===== config.mk =====
export PLATFORM = sky130hd
export DESIGN_NAME = psm_ctrl
export DESIGN_NICKNAME = d
export VERILOG_FILES = /design/src/core/psm_pkg.sv /design/src/core/psm_ctrl.sv /design/src/core/psm_phase_gen.sv
export SDC_FILE = /design/constraint.sdc
export NUM_CORES = 1
export LEC_CHECK = 0
export BUFFER_PORTS_ARGS = -buffer_cell sky130_fd_sc_hd__clkbuf_2
export CAP_MARGIN = 20
export CORE_MARGIN = 2
export CORE_UTILIZATION = 35
export DETAILED_ROUTE_END_ITERATION = 8
export HOLD_SLACK_MARGIN = 0.1
export SLEW_MARGIN = 0
export SYNTH_ARGS = -nofsm -noshare
export SYNTH_HDL_FRONTEND = slang
export SYNTH_SLANG_ARGS = --single-unit

===== constraint.sdc =====
create_clock -name clk_sys -period 2.5 [get_ports clk_sys]
set_input_delay 0.375 -clock clk_sys [delete_from_list [all_inputs] [get_ports clk_sys]]
set_output_delay 0.375 -clock clk_sys [all_outputs]
set_load 0.03 [all_outputs]

===== src/core/psm_pkg.sv =====
// Purpose: Shared constants for the power save mode control block
// Assumes: 8-bit register port, 50 MHz system clock
// Notes:   Register offset and bit positions of the power control register
package psm_pkg;

	// ----------------------------------------------------------------
	// Register map
	// ----------------------------------------------------------------
	localparam logic [7:0] PSM_OFS_POWER_CONTROL = 8'h87;
	localparam logic [7:0] PSM_RST_POWER_CONTROL = 8'h00;

	// ----------------------------------------------------------------
	// Field positions
	// ----------------------------------------------------------------
	localparam int PSM_BIT_HALT_ARM         = 0;
	localparam int PSM_BIT_PD_ARM           = 1;
	localparam int PSM_BIT_USER_FLAG_A      = 2;
	localparam int PSM_BIT_USER_FLAG_B      = 3;
	localparam int PSM_BIT_CLOCK_DIVIDE     = 4;
	localparam int PSM_BIT_HALT_START       = 5;
	localparam int PSM_BIT_PD_START         = 6;

	// ----------------------------------------------------------------
	// Timing
	// ----------------------------------------------------------------
	// One machine cycle is six states of two phases each
	localparam int PSM_PHASES_PER_MC  = 12;
	localparam logic [3:0] PSM_S3P1   = 4'h4;
	localparam int PSM_SLOW_DIVIDE    = 8;
	localparam int PSM_RESET_MC       = 2;

	// ----------------------------------------------------------------
	// Modes
	// ----------------------------------------------------------------
	typedef enum logic [1:0]
	{
		PSM_RUN  = 2'b00,
		PSM_IDLE = 2'b01,
		PSM_DOWN = 2'b11
	} psm_mode_t;

endpackage


===== src/core/psm_ctrl.sv =====
// Purpose: Power save mode control with power control register
// Assumes: Enable pin and strobes synchronous to clk_sys
// Notes:   Power-down sequence beyond entry is outside this block
//
// What this block does
// - Enable pin high makes every power-save entry sequence harmless.
// - Watchdog starts at reset release only if enable pin was high.
// - Enable pin low allows all modes; watchdog waits for software.
// - Enable pin changes later gate entry only, never watchdog.
// - Enable pin level is sampled in state 3 phase 1.
// - Power-down wins when power-down and idle are both requested.
// - Power-down start bit is forced low while enable pin is high.
// - Arm bit enables a later start; start write is last instruction.
// - Clock-divide bit enables slow-down operation.
// - Idle gates CPU clock; peripherals except watchdog keep clock.
// - Watchdog is stopped for the whole idle period.
// - CPU state is preserved during idle.
// - Port pins hold state; active alternate outputs keep driving.
// - Address latch and program fetch strobes stay high in idle.
// - Halt arm and start in one write do not enter idle.
// - Halt bits self-clear and always read zero.
// - The halt-start write is the last instruction before idle.
// - Enabled interrupt ends idle; execution resumes after it.
// - Reset ends idle; two machine cycles give full reset.
// - Power-down arm and start in one write do not enter it.
// - Clock-divide divides by 8 within two machine cycles.
`timescale 1ns/100ps
module psm_ctrl
	import psm_pkg::*;
(
	// Clock and reset
	input  wire logic       clk_sys,
	input  wire logic       rst,
	input  wire logic       clk_en,
	// Register port
	input  wire logic [7:0] reg_addr,
	input  wire logic [7:0] reg_wdata,
	input  wire logic       reg_wr,
	input  wire logic       reg_rd,
	output logic [7:0]      reg_rdata,
	// Pins and system
	input  wire logic       power_save_enable_pin,
	input  wire logic       irq_pending,
	input  wire logic       cpu_addr_latch,
	input  wire logic       cpu_program_fetch,
	input  wire logic [7:0] port_out,
	input  wire logic [7:0] port_alt_en,
	input  wire logic [7:0] port_alt_out,
	// Clock gating and status
	output logic            cpu_clk_en,
	output logic            periph_clk_en,
	output logic            watchdog_run_en,
	output logic            watchdog_auto_start,
	output logic            power_down_enter,
	output logic            idle_active,
	output logic            slow_active,
	// Pins during idle
	output logic            addr_latch_strobe,
	output logic            program_fetch_strobe,
	output logic [7:0]      port_pins
);

	// ----------------------------------------------------------------
	// State
	// ----------------------------------------------------------------
	typedef struct packed
	{
		logic       pin_s1;
		logic       pin_s2;
		logic       pin_lvl;
		logic       rst_seen;
		logic       wd_auto;
		logic       halt_arm;
		logic       pd_arm;
		logic       clk_div;
		logic       flag_a;
		logic       flag_b;
		psm_mode_t  mode;
		logic [7:0] rdata;
		logic [7:0] port_hold;
		logic [7:0] pins;
		logic       ale;
		logic       fetch;
		logic       cpu_en;
		logic       per_en;
		logic       wd_en;
		logic       pd_out;
		logic       idle;
	} psm_state_t;

	psm_state_t s_q;
	psm_state_t s_d;

	logic       tick;
	logic [3:0] phase;
	logic       slow_now;

	psm_phase_gen u_phase
	(
		.clk_sys     (clk_sys),
		.rst         (rst),
		.clk_en      (clk_en),
		.slow_req    (s_q.clk_div),
		.phase_tick  (tick),
		.phase_idx   (phase),
		.slow_active (slow_now)
	);

	function automatic logic bit_of(input logic [7:0] v, input int pos);
		return v[pos];
	endfunction

	// ----------------------------------------------------------------
	// Next state
	// ----------------------------------------------------------------
	logic       wr_pc;
	logic       blocked;
	logic       halt_go;
	logic       pd_go;
	logic [7:0] rd_val;

	always_comb
	begin
		s_d     = s_q;
		wr_pc   = reg_wr && (reg_addr == PSM_OFS_POWER_CONTROL);
		s_d.pin_s1 = power_save_enable_pin;
		s_d.pin_s2 = s_q.pin_s1;
		if (tick && (phase == PSM_S3P1))
			s_d.pin_lvl = s_q.pin_s2;
		// Capture strap right after release
		// Sync stages are cleared by reset, so the strap is the pin itself
		if (!s_q.rst_seen)
		begin
			s_d.rst_seen = 1'b1;
			// Pin low here leaves the watchdog to software
			s_d.wd_auto  = power_save_enable_pin;
		end
		blocked = s_q.pin_lvl;
		halt_go = 1'b0;
		pd_go   = 1'b0;
		// Arm bits are single-shot, cleared each write
		if (wr_pc)
		begin
			s_d.flag_a  = bit_of(reg_wdata, PSM_BIT_USER_FLAG_A);
			s_d.flag_b  = bit_of(reg_wdata, PSM_BIT_USER_FLAG_B);
			s_d.clk_div = bit_of(reg_wdata, PSM_BIT_CLOCK_DIVIDE);
			// Start only with a prior arm, arm not rewritten
			halt_go = s_q.halt_arm && !blocked
				&& bit_of(reg_wdata, PSM_BIT_HALT_START)
				&& !bit_of(reg_wdata, PSM_BIT_HALT_ARM);
			// Start bit forced low while pin high
			pd_go = s_q.pd_arm && !blocked
				&& bit_of(reg_wdata, PSM_BIT_PD_START)
				&& !bit_of(reg_wdata, PSM_BIT_PD_ARM);
			// Arm lasts until the next write
			s_d.halt_arm = bit_of(reg_wdata, PSM_BIT_HALT_ARM)
				&& !bit_of(reg_wdata, PSM_BIT_HALT_START) && !blocked;
			s_d.pd_arm = bit_of(reg_wdata, PSM_BIT_PD_ARM)
				&& !bit_of(reg_wdata, PSM_BIT_PD_START) && !blocked;
		end
		unique case (s_q.mode)
			PSM_RUN:
			begin
				// The start write itself completes first
				if (pd_go)
					s_d.mode = PSM_DOWN;
				else if (halt_go)
				begin
					s_d.mode      = PSM_IDLE;
					s_d.port_hold = port_out;
				end
			end
			PSM_IDLE:
			begin
				if (irq_pending)
					s_d.mode = PSM_RUN;
			end
			PSM_DOWN:
				s_d.mode = PSM_DOWN;
			default:
				s_d.mode = PSM_RUN;
		endcase
		// CPU clock gated in idle, peripherals keep theirs
		// Both follow the divided phase tick
		s_d.cpu_en = (s_d.mode == PSM_RUN) && tick;
		s_d.per_en = (s_d.mode != PSM_DOWN) && tick;
		// Runs on every run-mode tick; the reset-time strap does not gate it here
		s_d.wd_en  = (s_d.mode == PSM_RUN) && tick;
		s_d.pd_out = (s_d.mode == PSM_DOWN);
		s_d.idle   = (s_d.mode == PSM_IDLE);
		// Gated CPU clock leaves its registers untouched
		if (s_d.mode == PSM_IDLE)
		begin
			s_d.ale   = 1'b1;
			s_d.fetch = 1'b1;
			s_d.pins  = (s_d.port_hold & ~port_alt_en)
				| (port_alt_out & port_alt_en);
		end
		else
		begin
			s_d.ale   = cpu_addr_latch;
			s_d.fetch = cpu_program_fetch;
			s_d.pins  = port_out;
		end
		// Arm and start bits read zero
		rd_val = 8'h00;
		rd_val[PSM_BIT_USER_FLAG_A]  = s_q.flag_a;
		rd_val[PSM_BIT_USER_FLAG_B]  = s_q.flag_b;
		rd_val[PSM_BIT_CLOCK_DIVIDE] = s_q.clk_div;
		if (reg_rd && (reg_addr == PSM_OFS_POWER_CONTROL))
			s_d.rdata = rd_val;
		else
			s_d.rdata = 8'h00;
	end

	// ----------------------------------------------------------------
	// Registers
	// ----------------------------------------------------------------
	// Reset ends idle; async so any hold length works
	always_ff @(posedge clk_sys or posedge rst)
	begin
		if (rst)
		begin
			s_q       <= '0;
			s_q.mode  <= PSM_RUN;
			s_q.ale   <= 1'b1;
			s_q.fetch <= 1'b1;
			// Entry stays blocked until the first synchronised sample
			s_q.pin_lvl <= 1'b1;
		end
		else if (clk_en)
			s_q <= s_d;
	end

	assign reg_rdata            = s_q.rdata;
	assign cpu_clk_en           = s_q.cpu_en;
	assign periph_clk_en        = s_q.per_en;
	assign watchdog_run_en      = s_q.wd_en;
	assign watchdog_auto_start  = s_q.wd_auto;
	assign power_down_enter     = s_q.pd_out;
	assign idle_active          = s_q.idle;
	assign slow_active          = slow_now;
	assign addr_latch_strobe    = s_q.ale;
	assign program_fetch_strobe = s_q.fetch;
	assign port_pins            = s_q.pins;

	// ----------------------------------------------------------------
	// Checks
	// ----------------------------------------------------------------
	chk_blocked_no_entry: assert property (
		@(posedge clk_sys) disable iff (rst)
		(clk_en && s_q.pin_lvl && s_q.mode == PSM_RUN)
		|=> s_q.mode == PSM_RUN)
		else $error("entry taken while enable pin high");

	chk_same_write_idle: assert property (
		@(posedge clk_sys) disable iff (rst)
		(clk_en && wr_pc && reg_wdata[PSM_BIT_HALT_ARM]
		&& s_q.mode == PSM_RUN && !s_q.pd_arm)
		|=> s_q.mode == PSM_RUN)
		else $error("idle entered from combined write");

	chk_idle_wd_stop: assert property (
		@(posedge clk_sys) disable iff (rst)
		idle_active |-> !watchdog_run_en && !cpu_clk_en)
		else $error("watchdog or cpu clocked in idle");

	chk_idle_strobes: assert property (
		@(posedge clk_sys) disable iff (rst)
		idle_active |-> addr_latch_strobe && program_fetch_strobe)
		else $error("strobes low in idle");

	chk_irq_wake: assert property (
		@(posedge clk_sys) disable iff (rst)
		(clk_en && idle_active && irq_pending) |=> !idle_active)
		else $error("interrupt did not end idle");

	chk_read_zero: assert property (
		@(posedge clk_sys) disable iff (rst)
		$past(clk_en) |-> (reg_rdata[PSM_BIT_HALT_ARM] == 1'b0
		&& reg_rdata[PSM_BIT_HALT_START] == 1'b0
		&& reg_rdata[PSM_BIT_PD_START] == 1'b0))
		else $error("self-clearing bit read as one");

	chk_pd_priority: assert property (
		@(posedge clk_sys) disable iff (rst)
		(clk_en && pd_go && halt_go) |=> s_q.mode == PSM_DOWN)
		else $error("idle chosen over power-down");

	chk_wd_strap_hold: assert property (
		@(posedge clk_sys) disable iff (rst)
		($past(s_q.rst_seen) && s_q.rst_seen) |-> $stable(s_q.wd_auto))
		else $error("watchdog start changed after reset");

	// A tick at the last phase may switch slow-down off, so it is left out
	chk_slow_div: assert property (
		@(posedge clk_sys) disable iff (rst)
		(clk_en && slow_now && tick
		&& phase != 4'(PSM_PHASES_PER_MC - 1))
		|=> (!tick) [*7])
		else $error("slow-down not dividing");

	chk_slow_follow: assert property (
		@(posedge clk_sys) disable iff (rst)
		(clk_en && tick && phase == 4'(PSM_PHASES_PER_MC - 1))
		|=> slow_now == $past(s_q.clk_div))
		else $error("slow-down did not follow the divide bit");

	chk_pd_start_blocked: assert property (
		@(posedge clk_sys) disable iff (rst)
		(clk_en && s_q.pin_lvl) |-> (!pd_go && !halt_go))
		else $error("start accepted while enable pin high");

	chk_arm_single_shot: assert property (
		@(posedge clk_sys) disable iff (rst)
		(clk_en && wr_pc && !reg_wdata[PSM_BIT_HALT_ARM]
		&& !reg_wdata[PSM_BIT_PD_ARM])
		|=> (!s_q.halt_arm && !s_q.pd_arm))
		else $error("arm survived a later write");

	chk_periph_idle_clk: assert property (
		@(posedge clk_sys) disable iff (rst)
		(clk_en && idle_active && tick) |=> periph_clk_en)
		else $error("peripheral clock lost in idle");

	chk_idle_stays: assert property (
		@(posedge clk_sys) disable iff (rst)
		(clk_en && idle_active && !irq_pending) |=> idle_active)
		else $error("idle left without an interrupt");

	chk_pins_idle_hold: assert property (
		@(posedge clk_sys) disable iff (rst)
		(clk_en && idle_active && !irq_pending)
		|=> ((port_pins & ~$past(port_alt_en))
		== (s_q.port_hold & ~$past(port_alt_en))))
		else $error("latched port pins moved in idle");

endmodule


===== src/core/psm_phase_gen.sv =====
// Purpose: Phase counter giving the machine-cycle state timing
// Assumes: Counts one phase per enabled clock, divided in slow-down
// Notes:   Slow-down switches at a machine-cycle boundary only
`timescale 1ns/100ps
module psm_phase_gen
	import psm_pkg::*;
(
	// Clock and reset
	input  wire logic       clk_sys,
	input  wire logic       rst,
	input  wire logic       clk_en,
	// Control
	input  wire logic       slow_req,
	// Timing outputs
	output logic            phase_tick,
	output logic [3:0]      phase_idx,
	output logic            slow_active
);

	typedef struct packed
	{
		logic [2:0] div;
		logic [3:0] phase;
		logic       slow;
	} psm_pg_state_t;

	psm_pg_state_t s_q;
	psm_pg_state_t s_d;
	logic          tick;

	always_comb
	begin
		s_d  = s_q;
		tick = (!s_q.slow) || (s_q.div == 3'(PSM_SLOW_DIVIDE - 1));
		if (s_q.slow)
			s_d.div = s_q.div + 3'h1;
		else
			s_d.div = 3'h0;
		if (tick)
		begin
			if (s_q.phase == 4'(PSM_PHASES_PER_MC - 1))
			begin
				s_d.phase = 4'h0;
				// Switching at the cycle edge keeps within two cycles
				s_d.slow  = slow_req;
				s_d.div   = 3'h0;
			end
			else
				s_d.phase = s_q.phase + 4'h1;
		end
	end

	always_ff @(posedge clk_sys or posedge rst)
	begin
		if (rst)
			s_q <= '0;
		else if (clk_en)
			s_q <= s_d;
	end

	assign phase_tick  = tick;
	assign phase_idx   = s_q.phase;
	assign slow_active = s_q.slow;

endmodule


==> impl_metrics.json, run 1 <==
{
  "ys_top_cells_by_area": "dfrtp_1 (46%), mux2_2 (12%), buf_4 (5.6%), dfstp_2 (3.4%), nand2_1 (3.3%)",
  "worst_ep_arrival_time_ps": 2290,
  "route.layer.met1.wl_um": 2193,
  "numCtsBuffers": 5,
  "worstMarginPinSlew_ps": 633.7,
  "synth_cells": 217,
  "fmaxAchievable_mhz": 471.3,
  "cts.repair.resized": 0,
  "vias_per_cell": 4.849,
  "final_cells": 357,
  "fin_crit_ps": 2122,
  "coreArea_um2": 6350,
  "yosys_warnings": 0,
  "relSlewSlack": 0.5769,
  "wl_um": 4679,
  "seq_area_frac_synth": 0.4921,
  "area_delta_synth_final_pct": 19.84,
  "die_w_um": 84.99,
  "rsz0062_at_grt": "no",
  "wl_met3_um": 187,
  "finalSetupViolCount": 0,
  "crit_fanout": 8,
  "postCtsSetupBuffers": 0,
  "synth_top_cell_by_area": "dfrtp_1",
  "gp_congestion": 0.7413,
  "netlist.area_leader.share": 0.4578,
  "ys_seq_elements": 45,
  "fin_nets": 332,
  "cts_root_buf": "clkbuf_8",
  "cp-end-kind": "flop",
  "antenna_cells": 0,
  "finalSetupTns_ps": 0,
  "rr_worst_depth": 7,
  "grt-ovfl-total": 0,
  "cts_tree": "done",
  "grt_first_pass_wirelength_um": 7935,
  "wl_met2_um": 2219,
  "power.leakage_nw": 1.354,
  "yosys.cell_types.count": 38,
  "r2r_setup_slack_ps": 380,
  "antenna_found_initial": 0,
  "htree_levels": 2,
  "hold_violations": 0,
  "cp-start-kind": "flop",
  "hpwl_um": 3521,
  "grt_pass1_vias": 1756,
  "critPathRequiredTime_ps": 2660,
  "grtUsageTotal": 0.1381,
  "drv_cap": 0,
  "power_mw": 1.829,
  "insertion_delay_ps": 300,
  "grt_max_degree": 30,
  "vdd_ir_drop_max_mv": 0.2723,
  "clockBufferDepth": 2,
  "hold_buffers": 0,
  "path_clk_slew_ps": 90,
  "vias": 1731,
  "placed_cells": 349,
  "drt-wirelength-per-cell_um": 13.11,
  "worstSetupPathType": "reg -> reg",
  "drive_above_1_share": 0.4107,
  "r2r-start": "s_q[31]",
  "drv_slew": 0,
  "first_pass_iters": 4,
  "portBuffers": 67,
  "cts_sinks": 45,
  "ios": 74,
  "initial_utilization": 0.3616,
  "die_height_um": 84.99,
  "antenna_left": 0,
  "power_density_nw_per_um2": 664.9,
  "post-route-drc-count": 0,
  "drt_iter0_markers": 54,
  "finClkSkew_ps": 3.908,
  "rows": 29,
  "top_layer_used": "met4",
  "dieArea_um2": 7223,
  "hp-class": "in -> async",
  "r2r-end": "port_pins[7]",
  "syn_area_per_cell_um2": 10.58,
  "fin_crit_sh": 0.8487,
  "synthesis.area_um2": 2296,
  "status": "completed"
}
[metal layers]
layer | vias up | GRT usage
met5 | - | 0
met4 | 0 | 0.04762
met3 | 6 | 0.03502
met2 | 34 | 0.2202
met1 | 828 | 0.1833
li1 | 863 | -
[synth_stat cells]
cell	number
a21oi_1	2
a22o_1	1
a31oi_1	9
and2_1	1
and3b_1	1
buf_4	17
buf_6	1
clkbuf_1	5
conb_1	1
dfrtp_1	42
dfstp_2	3
ha_1	4
inv_1	19
mux2_2	24
mux2_4	1
mux2i_1	2
nand2_1	20
nand2b_1	8
nand3_1	4
nand4_1	1
nand4b_1	1
nand4bb_1	1
nor2_1	10
nor2_2	2
nor2b_1	1
nor4b_1	1
o211ai_1	8
o21a_1	3
o21ai_0	8
o22a_1	2
o22ai_1	5
o32ai_1	1
o41a_1	1
o41ai_1	3
or2_2	1
or3_1	1
or3_4	1
or4b_1	1
[stage by stage]
| stage | utilization | hold slack, ps | cell area [um^2] | setup WS [ps] |
|---|---|---|---|---|
| after floorplan | - | 435.2 | 2311 | 233.4 |
| after global placement | 0.4173 | 453.0 | 2650 | 58.59 |
| after detailed placement | 0.4173 | 453.6 | 2650 | 45.90 |
| after CTS | 0.4333 | 149.8 | 2751 | 370.4 |
| after global routing | 0.4333 | 188.3 | 2751 | 191.5 |
| final | 0.4333 | 134.7 | 2751 | 378.3 |
[how the worst max path moves through the flow]
stage	end	slack (ps)	start
after floorplan	port_pins[0]	230	reg_addr[5]
after global placement	idle_active	60	reg_addr[5]
after detailed placement	idle_active	50	reg_addr[5]
after CTS	idle_active	370	reg_addr[5]
after global routing	port_pins[7]	190	s_q[31]
final	port_pins[7]	380	s_q[31]
[cells by family (layout without fill, tap and decap cells)]
| logic type | Yosys count | in the layout | share of synthesized area |
|---|---|---|---|
| flops | 45 | 45 | 0.4921 |
| simple gates | 55 | 55 | 0.1243 |
| buf+inv | 42 | 101 | 0.09973 |
| mux | 27 | 27 | 0.1330 |
| compound gates | 43 | 43 | 0.1275 |
| other cells | 1 | 5 | 0.001633 |
| fa+ha+maj | 4 | 4 | 0.02180 |
[flip-flops by register name (all words and copies together), names as in the netlist, 3 cells and up]
signal and flops:
port_pins 8, s_q 14, u_phase.s_q 3, u_phase.phase_idx 4, reg_rdata 3, rd_val 3
[worst max-delay path: stages, from the launching register on]
cell and delay [ps]:
dfrtp_1 430, nor4b_1 400, nand4_1 210, nor2_2 200, buf_12 140, mux2_2 330
o211ai_1 180, a31oi_1 110
[cell type report]
class,count,area (um^2)
clock buffer,7,96.34
clock inverter,1,5.005
fill,652,3598
inverter,19,71.32
multi-input combinational,134,952.2
sequential,45,1130
tap,77,96.34
timing repair buffer,74,400.4
[power by group]
part / switching (mW) / total [mW] / internal [mW]
Combinational: 0.255 / 0.421 / 0.166
Clock: 0.250 / 0.500 / 0.250
Sequential: 0.0758 / 0.908 / 0.832
Total: 0.581 / 1.83 / 1.25
[cells in the final DEF (no fill, tap or decap), types with 2 or more instances in the layout]
| cell type | synthesis | routed |
|---|---|---|
| clkbuf_2 | 0 | 67 |
| dfrtp_1 | 42 | 42 |
| mux2_2 | 24 | 24 |
| nand2_1 | 20 | 20 |
| inv_1 | 19 | 18 |
| nor2_1 | 10 | 10 |
| a31oi_1 | 9 | 9 |
| o21ai_0 | 8 | 8 |
| nand2b_1 | 8 | 8 |
| o211ai_1 | 8 | 8 |
| clkbuf_8 | 0 | 7 |
| buf_4 | 17 | 6 |
| o22ai_1 | 5 | 5 |
| conb_1 | 1 | 5 |
| nand3_1 | 4 | 4 |
| ha_1 | 4 | 4 |
| o41ai_1 | 3 | 3 |
| o21a_1 | 3 | 3 |
| dfstp_2 | 3 | 3 |
| nor2_2 | 2 | 2 |
| a21oi_1 | 2 | 2 |
| mux2i_1 | 2 | 2 |
| o22a_1 | 2 | 2 |
Note: power is estimated with default switching activity, not from simulation.
==> run 2, diff against run 1 <==
- clock period: 2.5 -> 2 ns (I/O delays scaled with it)
==> run 2 against run 1 <==
  * Via count is 0.35% higher
  * Sequential share of layout area is 1.7 points lower
  * First-iteration DRC count is 37% higher
  * Non-clock buffer count is 10 higher
  * Register-to-register slack worse by 300 ps
  * Flip-flop and latch count stayed put
  * Final cell count is 2.5% higher
  * Count of clock-buffer cells in the layout stayed put
  * Critical endpoint is now port_pins[5]
  * Critical path depth is 1 higher
  * Utilization is 1.8 points higher
  * Die area stayed put
==> impl_metrics.json, run 2 (synthesis gave the netlist of run 1 again) <==
{
  "status": "completed",
  "antenna_found_initial": 0,
  "fin_nets": 342,
  "hp-class": "in -> async",
  "antenna_left": 0,
  "die_height_um": 84.99,
  "layout_common_cells": "clkbuf_2 (67), dfrtp_1 (42), mux2_2 (22), nand2_1 (19), inv_1 (18)",
  "coreArea_um2": 6350,
  "htree_levels": 2,
  "power.leakage_nw": 1.403,
  "worstMarginPinSlew_ps": 572.2,
  "die_w_um": 84.99,
  "vdd_ir_drop_max_mv": 0.3634,
  "power_density_nw_per_um2": 779.2,
  "cts_tree": "done",
  "vias_per_cell": 4.746,
  "first_pass_iters": 4,
  "final_cells": 366,
  "grtUsageTotal": 0.1360,
  "slowest_stage": "or4b_4",
  "initial_utilization": 0.3616,
  "wl_um": 4698,
  "critPathRequiredTime_ps": 2150,
  "power_mw": 2.235,
  "hpwl_um": 3534,
  "finClkSkew_ps": 12.19,
  "grt_max_degree": 46,
  "dieArea_um2": 7223,
  "cp_top_family": "simple AND/OR/NAND/NOR gates",
  "ios": 74,
  "hold_buffers": 0,
  "fmaxAchievable_mhz": 508.6,
  "largest_register": "s_q",
  "path_cells": "clkbuf_2, or4b_4, or3_4, nor2_4, buf_12, mux2_2, o211ai_1, a31oi_1",
  "relSlewSlack": 0.6185,
  "grt_first_pass_wirelength_um": 7776,
  "crit_buf_inv": 2,
  "drt-wirelength-per-cell_um": 12.84,
  "antenna_cells": 0,
  "vias": 1737,
  "placed_cells": 357,
  "finalSetupViolCount": 0,
  "largest_reg_flops": 14,
  "setup_ws_ps": 33.77,
  "rsz0062_at_grt": "yes",
  "post-place-ws_ps": -352.8,
  "crit_fanout": 8,
  "path_clk_slew_ps": 80,
  "drive_above_1_share": 0.4429,
  "insertion_delay_ps": 300,
  "post-route-drc-count": 0,
  "worstSetupPathType": "in -> reg",
  "cts_sinks": 45,
  "gp_congestion": 0.7262,
  "numCtsBuffers": 5,
  "cts_root_buf": "clkbuf_8",
  "area_delta_synth_final_pct": 24.90,
  "drt_iter0_markers": 74,
  "cp-start-kind": "primary input",
  "cpPeakStageDelay_ps": 520,
  "cp-end-kind": "flop",
  "finalInstanceArea_um2": 2868,
  "fin_crit_sh": 0.9831,
  "postPlaceCellArea_um2": 2706,
  "drv_cap": 0,
  "portBuffers": 67,
  "clockBufferDepth": 2,
  "worst_ep_arrival_time_ps": 2120,
  "hold_ws_ps": 129.0,
  "rows": 29,
  "grt_pass1_vias": 1737,
  "hold_violations": 0,
  "drv_slew": 0,
  "fin_crit_ps": 1966,
  "grt-ovfl-total": 0,
  "layout_commonest_cell": "clkbuf_2"
}
-- run 2: layer usage --
layer  share of wire  up-vias  global-route usage
met2            0.50       32              0.2237
met5               0        -                   0
met1            0.44      819              0.1676
met3           0.044        5             0.03988
li1                -      881                   -
met4           0.018        0             0.05483
-- run 2: worst reg2reg max path, stage by stage, from the launching register on --
cell	delay (ps)
dfstp_2	580
nand4bb_4	150
nand4_1	170
nor2_4	180
buf_12	130
mux2_2	330
o211ai_1	150
a31oi_1	100
-- run 2: layout make-up --
cell class | instances | area, um^2
Fill cell | 623 | 3482
Timing Repair Buffer | 84 | 479.2
Clock buffer | 7 | 86.33
Tap cell | 77 | 96.34
Multi-Input combinational cell | 134 | 1005
Inverter | 19 | 71.32
Sequential cell | 45 | 1130
-- run 2: what timing repair did --
action / in CTS / in global routing
pin swaps: 1 / 6
setup buffers: 0 / 2
setup endpoints to repair: 9 / 9
resized for setup: 2 / 7
-- run 2: metrics by stage --
stage / util / setup TNS (ps)
floorplan: - / -1021
global placement: 0.4262 / -3067
detailed placement: 0.4262 / -3173
CTS: 0.4410 / -141.0
global route: 0.4516 / -297.5
finish: 0.4516 / 0
-- run 2: path summary, 6_finish.rpt --
check | startpoint | to | slack (ps) | depth (start not counted)
max | reg_addr[5] | port_pins[5] | 30 | 8
max in group asynchronous | rst | program_fetch_strobe | 1480 | 3
min in group clk_sys | reg_wdata[4] | rd_val[4] | 240 | 2
min | rst | u_phase.s_q[5] | 130 | 3
max reg2reg | blocked | port_pins[5] | 80 | 7
min reg2reg | s_q[39] | s_q[39] | 470 | 1
-- run 2: report_power, final --
part | internal [mW] | switching (mW) | total, mW
Sequential | 1.04 | 0.0939 | 1.13
Combinational | 0.224 | 0.321 | 0.545
Clock | 0.274 | 0.280 | 0.555
Total | 1.54 | 0.696 | 2.23
==> run 3, diff against run 2 <==
- ABC_AREA: default -> 1
==> run 3 against run 2 <==
  * Sequential power up 4%
  * Wire length up 18%
  * Critical path depth up 1
  * Die area up 10%
  * Utilization down 3.6 points
  * Non-clock buffer count down 13
  * Clock power up 31%
  * Final area up 3.4%
  * Combinational power up 17%
  * Critical endpoint is now port_pins[7]
  * Largest cell class unchanged
==> impl_metrics.json, run 3 <==
{
  "grt-ovfl-total": 0,
  "vias_per_cell": 4.620,
  "final_cells": 474,
  "fin_crit_sh": 0.7928,
  "synth-async-reset-ratio": 1.000,
  "cts_sinks": 45,
  "cts.repair.resized": 0,
  "first_pass_iters": 4,
  "portBuffers": 67,
  "fmaxAchievable_mhz": 630.7,
  "fin_nets": 427,
  "grt_pass1_vias": 1970,
  "numCtsBuffers": 5,
  "yosys_warnings": 0,
  "grt_max_degree": 44,
  "drt_iter0_markers": 94,
  "area_delta_synth_final_pct": 16.57,
  "combinationalPowerShare": 0.252,
  "power_mw": 2.541,
  "die_w_um": 89.27,
  "vdd_ir_drop_max_mv": 0.2452,
  "antenna_found_initial": 0,
  "post-route-drc-count": 0,
  "synth_top_cell_by_area": "dfrtp_1",
  "power.leakage_nw": 1.569,
  "multi_input_area_um2": 1081,
  "hpwl_um": 4039,
  "coreArea_um2": 7137,
  "postPlaceCellArea_um2": 2840,
  "drv_slew": 0,
  "synth_cells": 318,
  "placed_cells": 465,
  "p_clk_frac": 0.285,
  "grtUsageTotal": 0.1410,
  "layout_commonest_cell": "nand2_1",
  "path_clk_slew_ps": 90,
  "finalInstanceArea_um2": 2967,
  "grt_first_pass_wirelength_um": 8728,
  "seq_area_um2": 1130,
  "initial_utilization": 0.3566,
  "drv_cap": 0,
  "syn_area_per_cell_um2": 8.003,
  "rows": 31,
  "cts_root_buf": "clkbuf_8",
  "fin_crit_ps": 1586,
  "p_sw_frac": 0.3341,
  "status": "completed",
  "finalSetupTns_ps": 0,
  "clockBufferDepth": 2,
  "largest_register": "s_q",
  "synthesis.area_um2": 2545,
  "dieArea_um2": 7969,
  "synth.most_common_cell": "nand2_1",
  "rsz0062_at_grt": "no",
  "switchingPower_uw": 849.0,
  "crit_fanout": 9,
  "cp-start-kind": "flop",
  "fill_cells": 757,
  "hold_violations": 0,
  "seq_area_frac_synth": 0.4440,
  "drive_above_1_share": 0.2640,
  "netlist.area_leader.share": 0.4130,
  "htree_levels": 2,
  "power_frac_seq": 0.463,
  "cts_tree": "done",
  "largest_reg_flops": 14,
  "gp_congestion": 0.8293,
  "synth-main-ff-cell": "dfrtp_1",
  "vias": 2190,
  "setup_ws_ps": 414.4,
  "finalSetupViolCount": 0,
  "wl_um": 5535,
  "synth_common_cells": "nand2_1 (77), dfrtp_1 (42), inv_1 (36)",
  "ios": 74,
  "synth-edff-count": 0,
  "cp-end-kind": "flop",
  "r2r-start": "blocked",
  "internal_power_mw": 1.692,
  "antenna_left": 0,
  "hp-class": "in -> reg",
  "antenna_cells": 0,
  "finClkSkew_ps": 9.535,
  "post-place-ws_ps": 404.0,
  "crit_start": "blocked",
  "layout_common_cells": "nand2_1 (77), clkbuf_2 (67), dfrtp_1 (42), inv_1 (35), nand3_1 (35)",
  "ys_top_cells_by_area": "dfrtp_1 (41%), nand2_1 (11%), nand3_1 (6.9%), buf_4 (5.3%), inv_1 (5.3%)",
  "min_from": "reg_wdata[4]",
  "yosys.cell_types.count": 30,
  "power_density_nw_per_um2": 856.7,
  "worst_ep_arrival_time_ps": 1780,
  "die_height_um": 89.27,
  "critPathRequiredTime_ps": 2190,
  "postCtsSetupBuffers": 0,
  "ys_seq_elements": 45,
  "drt-wirelength-per-cell_um": 11.68,
  "insertion_delay_ps": 300,
  "worstSetupPathType": "reg -> reg"
}
==> run 3: routing by layer <==
metal | track usage | routed length [um]
met2 | 0.2397 | 2703
met3 | 0.02955 | 196
met1 | 0.1796 | 2554
met4 | 0.04478 | 81
met5 | 0 | 0
==> run 3: cell families after synthesis <==
| family | after synthesis | share of synthesized area |
|---|---|---|
| AO/OA/AOI/OAI | 43 | 0.09291 |
| AND/OR/NAND/NOR | 163 | 0.3048 |
| other | 1 | 0.001474 |
| flip-flops | 45 | 0.4440 |
| buffers and inverters | 62 | 0.1372 |
| adder cells (fa/ha/maj) | 4 | 0.01967 |
==> run 3: repair_timing <==
action | in CTS | in global routing
setup endpoints to repair | 0 | 0
hold buffers | 1 | 0
endpoints found under the hold margin | 20 | 0
==> run 3: layout make-up <==
type / instances / share of cell area
Sequential cell: 45 / 0.3809
Multi-Input combinational cell: 215 / 0.3644
Timing Repair Buffer: 71 / 0.1282
Inverter: 36 / 0.04555
Tap cell: 99 / 0.04175
Clock buffer: 7 / 0.02910
Clock inverter: 1 / 0.01012
==> run 3: path summary, 6_finish.rpt <==
| kind | end | slack (ps) | cells past startpoint |
|---|---|---|---|
| min | rd_val[4] | 200 | 3 |
| min reg2reg | s_q[39] | 480 | 2 |
| max in group asynchronous | blocked | 860 | 4 |
| max reg2reg | port_pins[7] | 410 | 9 |
| min in group asynchronous | port_pins[0] | 560 | 3 |
| max | port_pins[7] | 410 | 9 |
==> run 3: power by group through the flow <==
stage / Clock (mW) / Sequential, mW / Combinational (mW)
final: 0.725 / 1.18 / 0.640
after global routing: 0.769 / 1.20 / 0.733
after CTS: 0.744 / 1.18 / 0.652
after detailed placement: 0 / 1.19 / 0.647
after global placement: 0 / 1.19 / 0.629
after floorplan: 0 / 1.22 / 0.451
==> run 3: stage by stage <==
stage / hold slack, ps / utilization
2_1_floorplan: 416.6 / -
3_3_place_gp: 340.7 / 0.3980
3_5_place_dp: 345.3 / 0.3980
4_1_cts: 197.2 / 0.4157
5_1_grt: 205.4 / 0.4157
6_report: 199.8 / 0.4157
==> run 3: critical path: stages, from the launching register on <==
cell and delay [ps]:
dfstp_2 590, nor2_2 60, nand2_1 50, nor2_1 70, nor2_4 260, nand2_4 140, nand2_1 100, nand3_1 60
nand2_1 80, nand3_2 50
